## config.mk

```make
export PLATFORM = sky130hd
export DESIGN_NAME = udt_timer
export DESIGN_NICKNAME = d
export VERILOG_FILES = /design/src/udt_pkg.sv /design/src/udt_tick_gen.sv /design/src/udt_timer.sv
export VERILOG_INCLUDE_DIRS = /design/src
export SDC_FILE = /design/constraint.sdc
export NUM_CORES = 1
export LEC_CHECK = 0
export BUFFER_PORTS_ARGS = -buffer_cell sky130_fd_sc_hd__buf_2
export CORE_UTILIZATION = 53
export CTS_BUF_LIST = sky130_fd_sc_hd__clkbuf_8
export DETAILED_ROUTE_END_ITERATION = 8
export PLACE_DENSITY = 0.83
export SYNTH_ARGS = -nofsm -noshare
export SYNTH_HDL_FRONTEND = slang
export SYNTH_SLANG_ARGS = --single-unit
export TNS_END_PERCENT = 1
```

## constraint.sdc

```tcl
create_clock -name clk_sys -period 3.9 [get_ports clk_sys]
set_input_delay 0.195 -clock clk_sys [delete_from_list [all_inputs] [get_ports clk_sys]]
set_output_delay 0.195 -clock clk_sys [all_outputs]
set_load 0.01 [all_outputs]
```

## src/udt_defs.svh

```systemverilog
`ifndef UDT_DEFS_SVH
`define UDT_DEFS_SVH
`define UDT_CNT_W 16
`define UDT_TOP_RST 16'hFFFF
`define UDT_CMP_RST 16'h0000
`define UDT_ZERO 16'h0000
`define UDT_ONE 16'h0001
`define UDT_DIV8 11'h0007
`define UDT_DIV64 11'h003F
`define UDT_DIV256 11'h00FF
`define UDT_DIV1024 11'h03FF
`define UDT_SYNC_W 2
`endif

```

## src/udt_pkg.sv

```systemverilog
package udt_pkg;
  typedef enum logic [1:0] {
    UDT_CLEAR_ON_COMPARE = 2'h0,
    UDT_WATCHDOG = 2'h1,
    UDT_FAST_PWM = 2'h2,
    UDT_PHASE_FREQ_PWM = 2'h3
  } udt_mode_t;
  typedef enum logic [1:0] {
    UDT_OUT_LOW = 2'h0,
    UDT_OUT_TOGGLE = 2'h1,
    UDT_OUT_WAVE = 2'h2,
    UDT_OUT_INV_WAVE = 2'h3
  } udt_outfn_t;
  typedef enum logic [2:0] {
    UDT_DIV_STOP = 3'h0,
    UDT_DIV_1 = 3'h1,
    UDT_DIV_8 = 3'h2,
    UDT_DIV_64 = 3'h3,
    UDT_DIV_256 = 3'h4,
    UDT_DIV_1024 = 3'h5
  } udt_div_t;
  typedef enum logic [1:0] {
    UDT_DIR_UP = 2'b01,
    UDT_DIR_DOWN = 2'b10
  } udt_dir_t;
endpackage : udt_pkg

```

## src/udt_tick_gen.sv

```systemverilog
`timescale 1ns/1ps
`include "udt_defs.svh"
module udt_tick_gen (
  input wire logic clk_sys,
  input wire logic arst_n,
  input wire logic counter_clock_in,
  input wire logic osc_clock_in,
  input wire logic use_osc,
  input wire logic falling_edge_sel,
  input wire udt_pkg::udt_div_t clock_divider_select,
  output logic tick
);
  logic src_d_r;
  logic primed_r;
  logic src;
  logic edge_hit;
  logic [10:0] pre_r;
  logic [10:0] limit;

  function automatic logic [10:0] div_limit(input udt_pkg::udt_div_t s);
    case (s)
      udt_pkg::UDT_DIV_8: div_limit = `UDT_DIV8;
      udt_pkg::UDT_DIV_64: div_limit = `UDT_DIV64;
      udt_pkg::UDT_DIV_256: div_limit = `UDT_DIV256;
      udt_pkg::UDT_DIV_1024: div_limit = `UDT_DIV1024;
      default: div_limit = 11'h000;
    endcase
  endfunction : div_limit

  // clock inputs are sampled as synchronous levels
  assign src = use_osc ? osc_clock_in : counter_clock_in;
  assign limit = div_limit(clock_divider_select);
  // no edge until one real sample is held, whatever the idle level
  assign edge_hit = primed_r &
                    (falling_edge_sel ? (src_d_r & ~src) : (~src_d_r & src));

  always_ff @(posedge clk_sys or negedge arst_n) begin
    if (!arst_n) begin
      src_d_r <= 1'b0;
      primed_r <= 1'b0;
    end else begin
      src_d_r <= src;
      primed_r <= 1'b1;
    end
  end

  always_ff @(posedge clk_sys or negedge arst_n) begin
    if (!arst_n) begin
      pre_r <= 11'h000;
      tick <= 1'b0;
    end else begin
      tick <= 1'b0;
      // setting zero stops the counter
      if (clock_divider_select == udt_pkg::UDT_DIV_STOP ||
          clock_divider_select > udt_pkg::UDT_DIV_1024) begin
        pre_r <= 11'h000;
      end else if (edge_hit) begin
        if (pre_r >= limit) begin
          pre_r <= 11'h000;
          tick <= 1'b1;
        end else begin
          pre_r <= pre_r + 11'h001;
        end
      end
    end
  end
endmodule : udt_tick_gen

```

## src/udt_timer.sv

```systemverilog
`timescale 1ns/1ps
`include "udt_defs.svh"
module udt_timer #(
  parameter logic [15:0] PRELOAD_TOP = `UDT_TOP_RST,
  parameter logic [15:0] PRELOAD_COMPARE = `UDT_CMP_RST
) (
  input wire logic clk_sys,
  input wire logic arst_n,
  input wire logic counter_reset_n,
  input wire logic counter_clock_in,
  input wire logic osc_clock_in,
  input wire logic use_osc,
  input wire logic falling_edge_sel,
  input wire udt_pkg::udt_div_t clock_divider_select,
  input wire udt_pkg::udt_mode_t mode_select,
  input wire udt_pkg::udt_outfn_t output_function,
  input wire logic shadow_top_we,
  input wire logic [15:0] shadow_top_wdata,
  input wire logic shadow_compare_we,
  input wire logic [15:0] shadow_compare_wdata,
  input wire logic capture_enable,
  input wire logic capture_trigger,
  input wire logic overflow_irq_en,
  input wire logic compare_irq_en,
  input wire logic capture_irq_en,
  input wire logic [2:0] status_clear,
  output logic [15:0] count_value,
  output logic [15:0] active_top,
  output logic [15:0] active_compare,
  output logic [15:0] capture_value,
  output logic [2:0] timer_status,
  output logic wd_expired,
  output logic wave_out,
  output logic timer_irq
);
  logic tick;
  logic [15:0] shadow_top_r;
  logic [15:0] shadow_compare_r;
  udt_pkg::udt_dir_t dir_r;
  logic [`UDT_SYNC_W-1:0] trig_sync_r;
  logic trig_d_r;
  logic [15:0] cnt_nxt;
  udt_pkg::udt_dir_t dir_nxt;
  logic top_hit;
  logic cmp_hit;
  logic wrap_ev;
  logic reload_ev;
  logic ovf_ev;
  logic cmp_ev;
  logic cap_ev;
  logic pfc;
  logic set_ev;
  logic clr_ev;
  logic [2:0] status_set;

  function automatic logic [15:0] step(input logic [15:0] v,
                                       input logic up);
    step = up ? v + `UDT_ONE : v - `UDT_ONE;
  endfunction : step

  udt_tick_gen u_tick (
    .clk_sys(clk_sys),
    .arst_n(arst_n),
    .counter_clock_in(counter_clock_in),
    .osc_clock_in(osc_clock_in),
    .use_osc(use_osc),
    .falling_edge_sel(falling_edge_sel),
    .clock_divider_select(clock_divider_select),
    .tick(tick)
  );

  assign pfc = (mode_select == udt_pkg::UDT_PHASE_FREQ_PWM);
  assign top_hit = (count_value == active_top);
  assign cmp_hit = (count_value == active_compare);

  // next count and direction for one counter tick
  always_comb begin
    cnt_nxt = step(count_value, 1'b1);
    dir_nxt = dir_r;
    wrap_ev = 1'b0;
    reload_ev = 1'b0;
    case (mode_select)
      udt_pkg::UDT_PHASE_FREQ_PWM: begin
        if (dir_r == udt_pkg::UDT_DIR_UP) begin
          cnt_nxt = step(count_value, 1'b1);
          if (count_value >= active_top - `UDT_ONE) begin
            dir_nxt = udt_pkg::UDT_DIR_DOWN;
            cnt_nxt = step(count_value, 1'b0);
          end
        end else begin
          cnt_nxt = step(count_value, 1'b0);
          if (count_value == `UDT_ONE) begin
            reload_ev = 1'b1;
            dir_nxt = udt_pkg::UDT_DIR_UP;
          end else if (count_value == `UDT_ZERO) begin
            cnt_nxt = step(count_value, 1'b1);
            dir_nxt = udt_pkg::UDT_DIR_UP;
          end
        end
      end
      default: begin
        dir_nxt = udt_pkg::UDT_DIR_UP;
        if (top_hit) begin
          cnt_nxt = `UDT_ZERO;
          wrap_ev = 1'b1;
          reload_ev = 1'b1;
        end
      end
    endcase
  end

  assign ovf_ev = tick & (wrap_ev | (pfc & reload_ev));
  assign cmp_ev = tick & cmp_hit;
  assign cap_ev = trig_sync_r[1] & ~trig_d_r & capture_enable &
                  (mode_select == udt_pkg::UDT_CLEAR_ON_COMPARE ||
                   mode_select == udt_pkg::UDT_WATCHDOG);
  assign status_set = {cap_ev, cmp_ev, ovf_ev};

  always_ff @(posedge clk_sys or negedge arst_n) begin
    if (!arst_n) begin
      count_value <= `UDT_ZERO;
      dir_r <= udt_pkg::UDT_DIR_UP;
    end else if (!counter_reset_n) begin
      count_value <= `UDT_ZERO;
      dir_r <= udt_pkg::UDT_DIR_UP;
    end else if (tick) begin
      count_value <= cnt_nxt;
      dir_r <= dir_nxt;
    end
  end

  // shadows take host writes; with no host they keep the preload
  always_ff @(posedge clk_sys or negedge arst_n) begin
    if (!arst_n) begin
      shadow_top_r <= PRELOAD_TOP;
      shadow_compare_r <= PRELOAD_COMPARE;
    end else begin
      if (shadow_top_we) begin
        shadow_top_r <= shadow_top_wdata;
      end
      if (shadow_compare_we) begin
        shadow_compare_r <= shadow_compare_wdata;
      end
    end
  end

  // active top changes only at reload, so a period is never torn; compare also follows the shadow in clear-on-compare and watchdog modes
  always_ff @(posedge clk_sys or negedge arst_n) begin
    if (!arst_n) begin
      active_top <= PRELOAD_TOP;
      active_compare <= PRELOAD_COMPARE;
    end else if (tick & reload_ev) begin
      active_top <= shadow_top_r;
      // compare tracks shadow directly outside pwm modes
      if (mode_select == udt_pkg::UDT_FAST_PWM || pfc) begin
        active_compare <= shadow_compare_r;
      end
    end else if (mode_select == udt_pkg::UDT_CLEAR_ON_COMPARE ||
                 mode_select == udt_pkg::UDT_WATCHDOG) begin
      active_compare <= shadow_compare_r;
    end
  end

  always_ff @(posedge clk_sys or negedge arst_n) begin
    if (!arst_n) begin
      trig_sync_r <= 2'b00;
      trig_d_r <= 1'b0;
    end else begin
      trig_sync_r <= {trig_sync_r[0], capture_trigger};
      trig_d_r <= trig_sync_r[1];
    end
  end

  always_ff @(posedge clk_sys or negedge arst_n) begin
    if (!arst_n) begin
      capture_value <= `UDT_ZERO;
    end else if (cap_ev) begin
      capture_value <= count_value;
    end
  end

  // set wins over a write-one clear in the same cycle
  always_ff @(posedge clk_sys or negedge arst_n) begin
    if (!arst_n) begin
      timer_status <= 3'h0;
    end else begin
      timer_status <= (timer_status & ~status_clear) |
                      status_set;
    end
  end

  always_ff @(posedge clk_sys or negedge arst_n) begin
    if (!arst_n) begin
      timer_irq <= 1'b0;
    end else begin
      timer_irq <= |(((timer_status & ~status_clear) | status_set) &
                     {capture_irq_en, compare_irq_en,
                      overflow_irq_en});
    end
  end

  always_ff @(posedge clk_sys or negedge arst_n) begin
    if (!arst_n) begin
      wd_expired <= 1'b0;
    end else begin
      wd_expired <= (mode_select == udt_pkg::UDT_WATCHDOG) & ovf_ev &
                    counter_reset_n;
    end
  end

  // waveform events per mode; default sense sets on set_ev
  always_comb begin
    set_ev = 1'b0;
    clr_ev = 1'b0;
    case (mode_select)
      udt_pkg::UDT_FAST_PWM: begin
        clr_ev = tick & top_hit;
        set_ev = tick & cmp_hit & ~top_hit;
      end
      udt_pkg::UDT_PHASE_FREQ_PWM: begin
        set_ev = cmp_ev & (dir_r == udt_pkg::UDT_DIR_UP);
        clr_ev = cmp_ev & (dir_r == udt_pkg::UDT_DIR_DOWN);
      end
      default: begin
        clr_ev = tick & top_hit;
        set_ev = cmp_ev & ~top_hit;
      end
    endcase
  end

  always_ff @(posedge clk_sys or negedge arst_n) begin
    if (!arst_n) begin
      wave_out <= 1'b0;
    end else begin
      case (output_function)
        udt_pkg::UDT_OUT_LOW: wave_out <= 1'b0;
        udt_pkg::UDT_OUT_TOGGLE: begin
          if (pfc ? cmp_ev : ovf_ev) begin
            wave_out <= ~wave_out;
          end
        end
        udt_pkg::UDT_OUT_WAVE: begin
          if (set_ev) begin
            wave_out <= 1'b1;
          end else if (clr_ev) begin
            wave_out <= 1'b0;
          end
        end
        udt_pkg::UDT_OUT_INV_WAVE: begin
          if (set_ev) begin
            wave_out <= 1'b0;
          end else if (clr_ev) begin
            wave_out <= 1'b1;
          end
        end
        default: wave_out <= 1'b0;
      endcase
    end
  end
endmodule : udt_timer

```

==> impl_metrics.json <==
{
  "wire_per_inst_um": 18.5,
  "nets": 909,
  "ys_top_cells_by_area": "dfrtp_1 32%, mux2_2 13%, dfstp_2 13%, ha_1 5.8%, xnor2_1 4.0%",
  "ios": 126,
  "status": "finished clean",
  "syn-cell-area_sq_um": 6930,
  "routed_wl_um": 18600,
  "syn-num-nets": 739,
  "finalClockSkew_ns": 0.0107,
  "r2r-end": "count_value[8]",
  "cts_root_buf": "clkbuf_8",
  "grt_first_pass_wirelength_um": 29500,
  "drt_iter0_drc": 496,
  "syn_inst": 651,
  "grt_pass1_vias": 5903,
  "start_util_pct": 54.7,
  "crit_arrival_ns": 4.10,
  "yosys_most_used_dff": "dfrtp_1",
  "fin_util_pct": 67.7,
  "ys_ff_latch": 121,
  "cp-start-kind": "flop",
  "htreeDepth": 4,
  "dr.pass1.iters": 7,
  "drc_errors": 0,
  "fin_crit_ns": 3.76,
  "cp.required_ns": 4.24,
  "overflow": 0,
  "cts_tree": "done",
  "hold_start": "status_clear[2]",
  "whs_ns": 0.0335,
  "antenna_found_initial": 0,
  "clk_pin_slew_worst_paths_ns": 0.07,
  "fin_crit_sh_pct": 96.5,
  "ant_nets": 0,
  "power_density_nw_per_um2": 326,
  "hold_viol": 0,
  "relSlewSlack_pct": 25.8,
  "synthArstFlopShare_pct": 100,
  "final_common_cell": "buf_2",
  "dieArea_sq_um": 13500,
  "synth_top_area_share_pct": 31.8,
  "rows": 41,
  "maxCapViolCount": 0,
  "path_max_fanout": 12,
  "setup_viol": 0,
  "criticalPathCategory": "flop to flop",
  "numCtsBuffers": 17,
  "viasPerCell": 5.92,
  "min_to": "timer_status[2]",
  "cts_max_path_buffers": 2,
  "via_count": 5951,
  "fp.coreArea_sq_um": 12700,
  "postSynthAreaPerCell_sq_um": 10.6,
  "reg2reg_setup_slack_ns": 0.14,
  "final_layout_size_suffix_gt1_share_pct": 37.5,
  "globalplace.congestion": 0.885,
  "reg2reg_from": "active_top[4]",
  "final_area_sq_um": 8570,
  "vdd_drop_max_mv": 0.209,
  "io_buffers": 125,
  "flow.area_growth_from_synthesis_pct": 23.8,
  "yosysTopAreaCell": "dfrtp_1",
  "min_path_type": "input port to flop",
  "grt_max_degree": 51,
  "placed_area_sq_um": 7770,
  "die_y_um": 116,
  "synthDistinctLibCells": 69,
  "min_path_cells": 3,
  "finalPower_mw": 2.80,
  "register_area_sq_um": 3070,
  "antenna_cells": 0,
  "multi_input_area_sq_um": 3660,
  "max_clock_freq_ghz": 0.266,
  "worst_pin_slew_ns": 1.11,
  "fillers": 932,
  "cts_setup_buffers": 0,
  "p_leak_nw": 4.10,
  "synth-edff-count": 0,
  "insertion_delay_ns": 0.45,
  "grt.total_usage_pct": 28.6,
  "dp_hpwl_um": 12900,
  "rr_worst_depth": 15,
  "critical_path.endpoint_type": "flop",
  "mostFrequentLayoutCells": "124 x buf_2, 88 x dfrtp_1, 81 x mux2_2, 43 x nand2_1, 37 x dlygate4sd3_1",
  "drv_slew": 0,
  "die_x_um": 116,
  "synth.yosys.seq_area_share_pct": 44.3,
  "yosys_warnings": 0,
  "numClockSinks": 121
}
==> metrics by stage <==
| step | TNS (ns) | std cells | worst slack (ns) |
|---|---|---|---|
| 6_report | 0 | 1006 | 0.137 |
| 5_1_grt | -0.857 | 1006 | -0.121 |
| 4_1_cts | 0 | 1006 | 0.0363 |
| 3_5_place_dp | 0 | 937 | 0.0232 |
| 3_3_place_gp | 0 | 937 | 0.190 |
| 2_1_floorplan | 0 | 651 | 0.167 |
==> final cells by class <==
cell class                 instances  share of cell area [%]
clock inverter                    12                    1.26
inverter                          20                   0.876
sequential                       121                    35.8
tap                              172                    2.51
clock buffer                      20                    3.21
multi-input combinational        476                    42.7
timing repair buffer             185                    13.7
==> synthesized netlist by cell type, types with 3 or more instances <==
master    number
a211o_1        5
nor2b_1        4
buf_6          5
nand2_1       43
mux2i_1        7
nand2b_1       4
xnor2_1       32
nand4_1       11
xor2_1        24
nor3_1        19
o21ai_1        4
inv_1         20
mux2_2        81
buf_2          5
ha_1          32
a21oi_1       23
or2_2          6
dfrtp_1       88
or3_1         10
nor4_1        13
a211oi_1       5
nor3b_1        4
nand4b_1       3
o21a_1         3
clkbuf_1      22
a31oi_1        4
o211ai_1       4
dfstp_2       33
a21o_1         8
and4_1         4
o21ai_0       30
or4_1          5
nand3_1       14
nor2_1        35
==> routing by layer <==
metal	part of all wire [%]	track usage, %	vias to the layer above
li1	-	-	2691
met1	41	37.1	2936
met2	50	46.7	266
met3	6.6	5.50	58
met4	2.7	12.7	0
met5	0	0	-
==> kinds of logic (layout without fill, tap and decap cells) <==
| kind of cell | after synthesis | in the layout | share of synthesized area (%) |
|---|---|---|---|
| fa+ha+maj | 32 | 32 | 5.78 |
| mux | 88 | 88 | 14.2 |
| simple gates | 185 | 185 | 14.0 |
| flops | 121 | 121 | 44.3 |
| other cells | 1 | 1 | 0.0541 |
| xor+xnor | 57 | 57 | 7.32 |
| compound gates | 113 | 113 | 10.8 |
| buf+inv | 54 | 237 | 3.56 |
==> worst max-delay path: stages (launching register included) <==
cell and delay, ns:
dfstp_2 0.37, nor3_1 0.24, nand2b_1 0.14, nor4_2 0.24, nand2_1 0.11, or2_2 0.33
nor4_2 0.17, xnor2_1 0.17, ha_1 0.28, nand4_1 0.17, o21bai_1 0.13, nor4_2 0.33
o21a_2 0.37, o21ai_0 0.16, mux2i_1 0.14, a211o_1 0.30
==> what timing repair did <==
action                                  4_1_cts  5_1_grt
pin swaps                                     0        0
gates resized for setup                       2        9
hold buffers                                 37        0
endpoints found under the setup margin        3       16
hold endpoints to repair                     55        0
==> where the power goes <==
group / total (mW) / internal (mW) / switching (mW)
registers: 1.38 / 1.34 / 0.0498
logic: 0.308 / 0.158 / 0.150
clock network: 1.10 / 0.604 / 0.500
total: 2.80 / 2.10 / 0.700
==> flip-flops by register name (all words and copies together), names as in the netlist <==
signal,cells
wd_expired,1
capture_value,16
u_tick.tick,1
dir_r,2
u_tick.pre_r,11
u_tick.src_d_r,1
trig_sync_r,2
count_value,16
u_tick.primed_r,1
timer_irq,1
shadow_compare_r,16
timer_status,3
wave_out,1
active_top,16
shadow_top_r,16
trig_d_r,1
active_compare,16
==> worst max-delay path by stage <==
| stage | from | end | slack [ns] | cells after the start |
|---|---|---|---|---|
| finish | active_top[4] | count_value[8] | 0.14 | 15 |
| global route | active_top[4] | count_value[8] | -0.12 | 15 |
| floorplan | active_top[4] | count_value[6] | 0.17 | 16 |
| global placement | active_top[4] | count_value[8] | 0.19 | 15 |
| CTS | active_top[4] | count_value[13] | 0.04 | 16 |
| detailed placement | active_top[4] | count_value[13] | 0.02 | 16 |
Power figures use the tool's default switching activity.
